**src/verilog/sfcp_pkg.sv**
```systemverilog
// Purpose: constants and command decode for the serial flash command port
// Assumes: 8-bit opcodes followed by a 24-bit address phase
// Notes: opcode values are the command codes seen on the serial line
package sfcp_pkg;
  localparam int ADDR_W = 24;
  localparam int PAGE_W = 10;
  localparam int BYTE_W = 9;
  localparam int PAGE_LSB = 9;
  localparam int BLK_LSB = 3;
  localparam logic [9:0] WP_PAGES = 10'h100;
  localparam logic [5:0] OPC_LAST = 6'h07;
  localparam logic [5:0] ADDR_LAST = 6'h17;
  localparam logic [2:0] BIT_LAST = 3'h7;
  localparam logic [2:0] DUMMY_ARRAY = 3'h4;
  localparam logic [2:0] DUMMY_BUF = 3'h1;
  localparam logic [2:0] DUMMY_NONE = 3'h0;
  // pin vector positions
  localparam int P_CS = 0;
  localparam int P_SCK = 1;
  localparam int P_SI = 2;
  localparam int P_WP = 3;
  localparam int P_RST = 4;
  localparam int NPIN = 5;
  // select reads low and clock high until the pins are really seen
  localparam logic [4:0] PIN_RST = 5'h02;
  localparam logic MODE3_RST = 1'b1;
  // command flags
  localparam logic [7:0] F_ARR = 8'h01;
  localparam logic [7:0] F_BUF = 8'h02;
  localparam logic [7:0] F_B2 = 8'h04;
  localparam logic [7:0] F_RD = 8'h08;
  localparam logic [7:0] F_WD = 8'h10;
  localparam logic [7:0] F_PROG = 8'h20;
  localparam logic [7:0] F_NOADR = 8'h40;
  localparam logic [7:0] F_KNOWN = 8'h80;
  localparam logic [7:0] OP_BLK_ERASE = 8'h50;
  localparam logic [7:0] OP_PG_RD_A = 8'h52;
  localparam logic [7:0] OP_PG_RD_B = 8'hD2;
  localparam logic [7:0] OP_XFR1 = 8'h53;
  localparam logic [7:0] OP_XFR2 = 8'h55;
  localparam logic [7:0] OP_B1_RD_A = 8'h54;
  localparam logic [7:0] OP_B1_RD_B = 8'hD4;
  localparam logic [7:0] OP_B2_RD_A = 8'h56;
  localparam logic [7:0] OP_B2_RD_B = 8'hD6;
  localparam logic [7:0] OP_STAT_A = 8'h57;
  localparam logic [7:0] OP_STAT_B = 8'hD7;
  localparam logic [7:0] OP_REWR1 = 8'h58;
  localparam logic [7:0] OP_REWR2 = 8'h59;
  localparam logic [7:0] OP_CMP1 = 8'h60;
  localparam logic [7:0] OP_CMP2 = 8'h61;
  localparam logic [7:0] OP_CONT_A = 8'h68;
  localparam logic [7:0] OP_CONT_B = 8'hE8;
  localparam logic [7:0] OP_PG_ERASE = 8'h81;
  localparam logic [7:0] OP_THRU1 = 8'h82;
  localparam logic [7:0] OP_THRU2 = 8'h85;
  localparam logic [7:0] OP_PGM_E1 = 8'h83;
  localparam logic [7:0] OP_PGM_E2 = 8'h86;
  localparam logic [7:0] OP_BWR1 = 8'h84;
  localparam logic [7:0] OP_BWR2 = 8'h87;
  localparam logic [7:0] OP_PGM_N1 = 8'h88;
  localparam logic [7:0] OP_PGM_N2 = 8'h89;

  typedef struct packed {
    logic [7:0] f;
    logic [2:0] dummy;
  } cmd_s;

  typedef enum logic [2:0] {
    ST_IDLE = 3'b000,
    ST_OPC = 3'b001,
    ST_ADDR = 3'b010,
    ST_DUMMY = 3'b011,
    ST_DATA = 3'b100,
    ST_SKIP = 3'b101
  } st_e;

  function automatic cmd_s decode(input logic [7:0] opc);
    cmd_s d;
    d = '{F_KNOWN, DUMMY_NONE};
    case (opc)
      OP_BLK_ERASE, OP_PG_ERASE: d.f = F_KNOWN | F_ARR | F_PROG;
      OP_PG_RD_A, OP_PG_RD_B, OP_CONT_A, OP_CONT_B: d = '{F_KNOWN | F_ARR | F_RD, DUMMY_ARRAY};
      OP_XFR1, OP_CMP1: d.f = F_KNOWN | F_ARR;
      OP_XFR2, OP_CMP2: d.f = F_KNOWN | F_ARR | F_B2;
      OP_B1_RD_A, OP_B1_RD_B: d = '{F_KNOWN | F_BUF | F_RD, DUMMY_BUF};
      OP_B2_RD_A, OP_B2_RD_B: d = '{F_KNOWN | F_BUF | F_B2 | F_RD, DUMMY_BUF};
      OP_STAT_A, OP_STAT_B: d.f = F_KNOWN | F_RD | F_NOADR;
      OP_REWR1, OP_PGM_E1, OP_PGM_N1: d.f = F_KNOWN | F_ARR | F_PROG;
      OP_REWR2, OP_PGM_E2, OP_PGM_N2: d.f = F_KNOWN | F_ARR | F_PROG | F_B2;
      OP_THRU1: d.f = F_KNOWN | F_ARR | F_PROG | F_WD;
      OP_THRU2: d.f = F_KNOWN | F_ARR | F_PROG | F_WD | F_B2;
      OP_BWR1: d.f = F_KNOWN | F_BUF | F_WD;
      OP_BWR2: d.f = F_KNOWN | F_BUF | F_WD | F_B2;
      default: d.f = 8'h00;
    endcase
    return d;
  endfunction : decode
endpackage : sfcp_pkg

```
**src/verilog/serial_flash_command_port.sv**
```systemverilog
// Purpose: serial command port of a paged flash with two page buffers
// Assumes: mclk at 20 MHz, well above the serial clock rate
// Notes: pins pass three flops, so sck should stay below mclk / 8
//
// Summary of operation
// - opcode, five reserved bits, page, byte fields
// - dummy bytes: four array, one buffer, none status
// - sample on rising clock, shift out falling
// - deselected: input ignored, output high impedance
// - select fall starts, select rise ends command
// - protect low refuses programming lowest 256 pages
// - reset pin low aborts, sequencer goes idle
// - held in reset while reset pin low
// - internal power-on reset, independent of pin
// - ready/busy pulled low during self-timed operations
// - busy blocks array and busy buffer only
// - after reset: clock mode 3, output high impedance
// - fresh select fall needed after any reset
// - select fall samples clock idle level for mode
module serial_flash_command_port
  import sfcp_pkg::*;
(
  // system; resetn is the internal power-on reset
  input wire logic mclk,
  input wire logic resetn,
  // serial pins
  input wire logic cs_n,
  input wire logic sck,
  input wire logic si,
  output logic so_out,
  output logic so_oe,
  // protect and reset pins
  input wire logic wp_n,
  input wire logic rst_pin_n,
  // open-drain ready/busy
  output logic rdy_out,
  output logic rdy_oe,
  // array core side
  input wire logic array_busy,
  input wire logic busy_buf2,
  output logic hdr_valid,
  output logic [7:0] cmd_opcode,
  output logic [PAGE_W-1:0] cmd_page,
  output logic [BYTE_W-1:0] cmd_byte,
  output logic cmd_valid,
  output logic cmd_refused,
  output logic wr_valid,
  output logic [7:0] wr_data,
  output logic rd_req,
  input wire logic [7:0] rd_data,
  output logic spi_mode3,
  output logic op_abort
);

  logic [NPIN-1:0] pin_in, s1_reg, s2_reg, s3_reg, lvl_reg, agree, lvl_next;
  st_e state_reg, state_next;
  logic [5:0] cnt_reg, cnt_next;
  logic [ADDR_W-1:0] addr_reg;
  logic [7:0] opcode_reg, in_sh_reg, out_sh_reg, wr_data_reg, cmd_opcode_reg;
  logic [PAGE_W-1:0] cmd_page_reg;
  logic [BYTE_W-1:0] cmd_byte_reg;
  logic ld_reg, armed_reg, refuse_reg, refuse_next, mode3_reg, so_reg, so_oe_reg;
  logic rdy_oe_reg, abort_reg, hdr_reg, cmd_valid_reg, cmd_refused_reg, wr_valid_reg;
  logic rd_req_reg;

  // pin synchroniser: a level moves once stages two and three agree
  assign pin_in = {rst_pin_n, wp_n, si, sck, cs_n};
  assign agree = ~(s2_reg ^ s3_reg);
  assign lvl_next = (agree & s2_reg) | (~agree & lvl_reg);

  always_ff @(posedge mclk or negedge resetn) begin
    if (!resetn) begin
      s1_reg <= PIN_RST;
      s2_reg <= PIN_RST;
      s3_reg <= PIN_RST;
      lvl_reg <= PIN_RST;
    end else begin
      s1_reg <= pin_in;
      s2_reg <= s1_reg;
      s3_reg <= s2_reg;
      lvl_reg <= lvl_next;
    end
  end

  logic pin_rst, wp_ok, si_now, sck_rise, sck_fall, cs_fall, cs_rise, start;
  assign pin_rst = ~lvl_reg[P_RST];
  assign wp_ok = lvl_reg[P_WP];
  assign si_now = lvl_next[P_SI];
  assign sck_rise = lvl_next[P_SCK] & ~lvl_reg[P_SCK];
  assign sck_fall = ~lvl_next[P_SCK] & lvl_reg[P_SCK];
  assign cs_fall = lvl_reg[P_CS] & ~lvl_next[P_CS];
  assign cs_rise = ~lvl_reg[P_CS] & lvl_next[P_CS];
  // only a fall seen after select was really high starts a command
  assign start = cs_fall & armed_reg;

  // decode: the opcode is taken from the shifter on its last bit
  logic [7:0] opc_full;
  logic [ADDR_W-1:0] addr_full;
  cmd_s cmd;
  logic k_known, k_arr, k_buf, k_b2, k_rd, k_wd, k_prog, k_noadr;
  logic byte_done;
  logic [PAGE_W-1:0] page_raw;
  logic [PAGE_W-1:0] page_eff;
  logic busy_hit;
  logic wp_hit;
  logic [5:0] dummy_last;
  assign opc_full = {in_sh_reg[6:0], si_now};
  assign addr_full = {addr_reg[ADDR_W-2:0], si_now};
  assign cmd = decode((state_reg == ST_OPC) ? opc_full : opcode_reg);
  assign k_known = |(cmd.f & F_KNOWN);
  assign k_arr = |(cmd.f & F_ARR);
  assign k_buf = |(cmd.f & F_BUF);
  assign k_b2 = |(cmd.f & F_B2);
  assign k_rd = |(cmd.f & F_RD);
  assign k_wd = |(cmd.f & F_WD);
  assign k_prog = |(cmd.f & F_PROG);
  assign k_noadr = |(cmd.f & F_NOADR);
  assign byte_done = sck_rise & (cnt_reg[2:0] == BIT_LAST);
  assign page_raw = addr_full[PAGE_LSB +: PAGE_W];
  // block erase keeps the upper seven page bits; buffer ops drop the page
  assign page_eff = k_buf ? '0 :
    (opcode_reg == OP_BLK_ERASE) ? {page_raw[PAGE_W-1:BLK_LSB], BLK_LSB'(0)} :
    page_raw;
  assign busy_hit = array_busy & (k_arr | (k_buf & (k_b2 == busy_buf2)));
  assign wp_hit = k_prog & ~wp_ok & (page_eff < WP_PAGES);
  assign dummy_last = {cmd.dummy, 3'h0} - 6'h01;

  always_comb begin
    state_next = state_reg;
    cnt_next = cnt_reg;
    refuse_next = refuse_reg;
    if (sck_rise) begin
      cnt_next = cnt_reg + 6'h01;
    end
    case (state_reg)
      ST_IDLE: begin
        if (start) begin
          state_next = ST_OPC;
          cnt_next = '0;
          refuse_next = 1'b0;
        end
      end
      ST_OPC: begin
        if (sck_rise && cnt_reg == OPC_LAST) begin
          cnt_next = '0;
          if (!k_known) begin
            state_next = ST_SKIP;
          end else if (busy_hit) begin
            state_next = ST_SKIP;
            refuse_next = 1'b1;
          end else if (k_noadr) begin
            state_next = ST_DATA;
          end else begin
            state_next = ST_ADDR;
          end
        end
      end
      ST_ADDR: begin
        if (sck_rise && cnt_reg == ADDR_LAST) begin
          cnt_next = '0;
          if (wp_hit) begin
            state_next = ST_SKIP;
            refuse_next = 1'b1;
          end else if (cmd.dummy != DUMMY_NONE) begin
            state_next = ST_DUMMY;
          end else begin
            state_next = ST_DATA;
          end
        end
      end
      ST_DUMMY: begin
        if (sck_rise && cnt_reg == dummy_last) begin
          cnt_next = '0;
          state_next = ST_DATA;
        end
      end
      default: begin
      end
    endcase
    if (cs_rise || pin_rst) begin
      state_next = ST_IDLE;
    end
  end

  logic enter_data;
  logic rd_go;
  assign enter_data = (state_next == ST_DATA) && (state_reg != ST_DATA);
  assign rd_go = (state_next == ST_DATA) && k_rd && (enter_data || byte_done);

  always_ff @(posedge mclk or negedge resetn) begin
    if (!resetn) begin
      state_reg <= ST_IDLE;
      cnt_reg <= '0;
      refuse_reg <= 1'b0;
      armed_reg <= 1'b0;
      mode3_reg <= MODE3_RST;
    end else begin
      state_reg <= state_next;
      cnt_reg <= cnt_next;
      refuse_reg <= refuse_next;
      armed_reg <= lvl_reg[P_CS] & ~pin_rst;
      if (pin_rst) begin
        mode3_reg <= MODE3_RST;
      end else if (start) begin
        mode3_reg <= lvl_reg[P_SCK];
      end
    end
  end

  // shifters: input on rising edges, output on falling edges
  always_ff @(posedge mclk or negedge resetn) begin
    if (!resetn) begin
      in_sh_reg <= '0;
      addr_reg <= '0;
      opcode_reg <= '0;
      out_sh_reg <= '0;
      ld_reg <= 1'b0;
      so_reg <= 1'b0;
      so_oe_reg <= 1'b0;
    end else begin
      if (sck_rise && state_reg != ST_IDLE) begin
        in_sh_reg <= opc_full;
      end
      if (sck_rise && state_reg == ST_ADDR) begin
        addr_reg <= addr_full;
      end
      if (state_reg == ST_OPC && state_next != ST_OPC) begin
        opcode_reg <= opc_full;
      end
      ld_reg <= rd_go;
      if (ld_reg) begin
        out_sh_reg <= rd_data;
      end else if (sck_fall && state_reg == ST_DATA) begin
        so_reg <= out_sh_reg[7];
        out_sh_reg <= {out_sh_reg[6:0], 1'b0};
      end
      // driven only while selected and returning data
      so_oe_reg <= (state_next == ST_DATA) && k_rd;
    end
  end

  // core handshakes
  always_ff @(posedge mclk or negedge resetn) begin
    if (!resetn) begin
      hdr_reg <= 1'b0;
      cmd_valid_reg <= 1'b0;
      cmd_refused_reg <= 1'b0;
      wr_valid_reg <= 1'b0;
      wr_data_reg <= '0;
      rd_req_reg <= 1'b0;
      cmd_opcode_reg <= '0;
      cmd_page_reg <= '0;
      cmd_byte_reg <= '0;
      rdy_oe_reg <= 1'b0;
      abort_reg <= 1'b0;
    end else begin
      hdr_reg <= enter_data;
      rd_req_reg <= rd_go;
      if (state_reg == ST_OPC && state_next != ST_OPC) begin
        cmd_opcode_reg <= opc_full;
      end
      if (state_reg == ST_ADDR && state_next != ST_ADDR) begin
        cmd_page_reg <= page_eff;
        cmd_byte_reg <= addr_full[BYTE_W-1:0];
      end
      // array work is launched only by the select rise
      cmd_valid_reg <= cs_rise && state_reg == ST_DATA && k_arr && !k_rd;
      cmd_refused_reg <= cs_rise && state_reg == ST_SKIP && refuse_reg;
      wr_valid_reg <= state_reg == ST_DATA && k_wd && byte_done && !cs_rise;
      if (byte_done) begin
        wr_data_reg <= opc_full;
      end
      rdy_oe_reg <= array_busy;
      abort_reg <= pin_rst;
    end
  end

  assign so_out = so_reg;
  assign so_oe = so_oe_reg;
  assign rdy_out = 1'b0;
  assign rdy_oe = rdy_oe_reg;
  assign hdr_valid = hdr_reg;
  assign cmd_opcode = cmd_opcode_reg;
  assign cmd_page = cmd_page_reg;
  assign cmd_byte = cmd_byte_reg;
  assign cmd_valid = cmd_valid_reg;
  assign cmd_refused = cmd_refused_reg;
  assign wr_valid = wr_valid_reg;
  assign wr_data = wr_data_reg;
  assign rd_req = rd_req_reg;
  assign spi_mode3 = mode3_reg;
  assign op_abort = abort_reg;
endmodule : serial_flash_command_port

```
**config.mk**
```make
export PLATFORM = sky130hd
export DESIGN_NAME = serial_flash_command_port
export DESIGN_NICKNAME = d
export VERILOG_FILES = /design/src/verilog/sfcp_pkg.sv /design/src/verilog/serial_flash_command_port.sv
export SDC_FILE = /design/constraint.sdc
export NUM_CORES = 1
export LEC_CHECK = 0
export BUFFER_PORTS_ARGS = -buffer_cell sky130_fd_sc_hd__buf_4
export CAP_MARGIN = 20
export CORE_MARGIN = 5
export CORE_UTILIZATION = 50
export CTS_BUF_LIST = sky130_fd_sc_hd__clkbuf_16
export CTS_CLUSTER_DIAMETER = 120
export DETAILED_ROUTE_END_ITERATION = 8
export PLACE_DENSITY = 0.8
export SLEW_MARGIN = 25
export SYNTH_ARGS = -nofsm -noshare
export SYNTH_HDL_FRONTEND = slang
export SYNTH_SLANG_ARGS = --single-unit
```
**constraint.sdc**
```tcl
create_clock -name mclk -period 5.2 [get_ports mclk]
set_input_delay 0.26 -clock mclk [delete_from_list [all_inputs] [get_ports mclk]]
set_output_delay 0.26 -clock mclk [all_outputs]
set_load 0.02 [all_outputs]
```
==> impl_metrics.csv <==
group,metric,value,unit
outcome,outcome,"finished clean",
run,drv_cap,0,
global_route,overflow,0,
final_layout,num_antenna_cells,0,
synthesis,synthXorXnorAreaFrac,1.360,%
synthesis,synth_mux_area_share,14.09,%
final_layout,multi_input_area,0.002221,sq mm
worst_setup_path,worstSetupStartpointType,"flop",
clock_network,root_buffer,"clkbuf_16",
floorplan,start_util,50.58,%
drt,dr.pass1.iters,5,
clock_network,post-cts-setup-buffer-count,0,
synthesis,synthSimpleGateAreaFrac,16.37,%
final_layout,fillCellCount,852,
synthesis,synth_commonest_cells,"dfrtp_1, nand2_1, mux2_2, inv_1, mux2i_1",
floorplan,io_pins,63,
synthesis,yosys_most_used_dff,"dfrtp_1",
timing,finalHoldViolations,0,
floorplan,die-area,0.01243,sq mm
power_and_ir_drop,powerDensity,297.4,mW/mm^2
worst_setup_path,critPathMaxStageDelay,610,ps
synthesis,async_reset_ff_share,100.0,%
synthesis,yosysTopAreaCellShare,50.52,%
drt,ant_nets,0,
timing,setup_violations,0,
hold_path,min_from,"cs_n",
global_route,grt_usage,20.01,%
synthesis,synth-compound-area-share,9.716,%
worst_setup_path,cp.depth,16,
worst_setup_path,cp-end-kind,"flop",
floorplan,dieWidth,111.5,microns
final_layout,area_growth,17.32,%
synthesis,synth_nets,485,
synthesis,yosysWarnings,0,
timing,clock_skew,7.265,ps
final_layout,largest_reg_flops,18,
clock_network,clockBufferDepth,2,
worst_setup_path,crit_top_cell,"nand3_1",
worst_setup_path,crit_buf_inv,2,
synthesis,synth_most_common_cell,"dfrtp_1",
global_route,antenna_found_initial,0,
clock_network,cts_tree,"done",
power_and_ir_drop,power.total,1.797,mW
final_layout,nets,542,
power_and_ir_drop,total_leakage_power,2.816,nW
timing,drv_slew,0,
clock_network,cts_buffers,9,
drt,first_iter_violations,325,
timing,fmax,0.2173,GHz
timing,tns,0,ps
placed_design,dp_hpwl,8.159,mm
final_layout,seq_area,0.002734,sq mm
synthesis,synthAdderAreaFrac,1.506,%
worst_setup_path,worstPathArrival,4830,ps
floorplan,core.rowCount,37,
hold_path,whs_path_depth,1,
global_route,grt_start_max_net_pins,64,
final_layout,final_layout_size_suffix_gt1_share,24.10,%
clock_network,cts_num_sinks,109,
timing,relSlewSlack,45.74,%
clock_network,path_clk_slew,70,ps
timing,fin_crit,4602,ps
global_route,grt_pass1_wl,20.31,mm
timing,hold_slack,17.39,ps
placed_design,gp_congestion,0.9123,
placed_design,port_buffers,61,
drt,drc,0,
synthesis,synth_cell_types,68,
worst_setup_path,cp.required,5430,ps
worst_setup_path,crit_start,"state_reg[1]",
synthesis,yosys_register_bits,109,
worst_setup_path,rr_startpoint,"state_reg[1]",
synthesis,syn_avg_cell_area,11.08,sq um
drt,wirelength,11.91,mm
worst_setup_path,path_cells,"or3b_1 -> or4_1 -> a21oi_2 -> inv_1 -> ha_1 -> xnor2_1 -> nor3_1 -> nand3_1 -> mux2i_1 -> nand2b_1 -> or3_1 -> nand3_1 -> o221ai_2 -> o31a_1 -> buf_4 -> mux2_1",
synthesis,netlist_instances,465,
clock_network,clk_latency,350,ps
timing,period_share,88.50,%
timing,worst_slew_pin_slew,811.9,ps
clock_network,htree_levels,3,
drt,vias,3801,
hold_path,hold_class,"primary input to flop",
worst_setup_path,critPathKind,"flop to flop",
synthesis,yosysSeqAreaShare,53.07,%
worst_setup_path,r2r_cells,16,
drt,viasPerCell,5.733,
synthesis,synthTopCellsByArea,"dfrtp_1, mux2_2, mux2i_1",
timing,rsz0062_at_grt,"no",
worst_setup_path,crit_fanout,19,
global_route,grt_pass1_vias,3989,
synthesis,synth_area,0.005151,sq mm
synthesis,synth_top_cell_by_area,"dfrtp_1",
synthesis,synth_top_family_by_area,"simple AND/OR/NAND/NOR gates",
floorplan,core,0.01018,sq mm
synthesis,synth_edf_count,0,
power_and_ir_drop,vdd_drop_max,0.1728,mV
drt,wl_per_cell,17.96,microns
worst_setup_path,critical-path-top-delay-family,"simple AND/OR/NAND/NOR gates",
worst_setup_path,slowest_stage,"or3b_1",
floorplan,die_h,111.5,microns
-- layout by cell type (no fill, tap or decap), types with 7 or more instances in the layout --
master / instances
buf_4: 67
mux2_2: 28
mux2_1: 14
inv_1: 25
clkbuf_16: 9
nor3_1: 11
nor2_1: 22
nor4b_1: 8
o21ai_0: 22
nand2_1: 52
nor2b_1: 7
a21oi_1: 12
nand3_1: 9
nand4_1: 9
nor3b_1: 8
mux2i_1: 23
dfrtp_1: 104
-- cell families (layout without fill, tap and decap cells) --
logic type / count (synthesis) / in the layout
XOR/XNOR: 8 / 8
AND/OR/NAND/NOR: 158 / 158
multiplexers: 66 / 66
flip-flops: 109 / 109
other: 1 / 1
AO/OA/AOI/OAI: 70 / 70
adder cells (fa/ha/maj): 7 / 7
buffers and inverters: 46 / 108
-- layer usage --
metal  global-route usage [%]  vias to the layer above  wire length (microns)
li1                         -                     1767                      -
met1                    26.98                     1862                   5268
met2                    31.52                      148                   5500
met3                    4.239                       24                    868
met4                    8.516                        0                    270
met5                        0                        -                      0
-- final timing paths --
| check | end | slack [ps] |
|---|---|---|
| min in group asynchronous | out_sh_reg[1] | 460 |
| min | s1_reg[0] | 20 |
| max reg2reg | cmd_byte[6] | 600 |
| min reg2reg | s2_reg[3] | 350 |
| max in group asynchronous | cmd_page[3] | 3530 |
| max | cmd_byte[6] | 600 |
-- area by class of cell --
type / count / area share, %
timing repair buffer: 68 / 8.489
clock buffer: 9 / 3.727
sequential: 109 / 45.24
multi-input combinational: 310 / 36.75
inverter: 24 / 1.491
clock inverter: 7 / 1.491
tap: 136 / 2.816
-- timing repair --
| action | in CTS | in global routing |
|---|---|---|
| hold endpoints to repair | 41 | 0 |
| gates resized for setup | 0 | 0 |
| hold buffers | 1 | 0 |
-- through the flow --
stage | setup slack, ps | utilization (%) | instances | area [sq um]
floorplan | 1240 | - | 465 | 5151
finish | 597.8 | 59.34 | 663 | 6043
detailed placement | 648.2 | 56.14 | 646 | 5718
global route | 317.5 | 59.34 | 663 | 6043
global placement | 773.4 | 56.14 | 646 | 5718
CTS | 596.3 | 59.34 | 663 | 6043
-- where the power goes --
part / switching, mW / leakage (nW) / internal, mW
clock network: 0.301 / 0.154 / 0.420
logic: 0.0883 / 1.30 / 0.0592
registers: 0.0448 / 1.36 / 0.884
total: 0.434 / 2.82 / 1.36
-- worst reg2reg max path, stage by stage, from the launching register on --
cell and delay (ps):
dfrtp_1 550, or3b_1 610, or4_1 570, a21oi_2 270
inv_1 80, ha_1 290, xnor2_1 120, nor3_1 190
nand3_1 110, mux2i_1 190, nand2b_1 160, or3_1 130
nand3_1 100, o221ai_2 260, o31a_1 180, buf_4 290
mux2_1 360
Power figures use the tool's default switching activity.
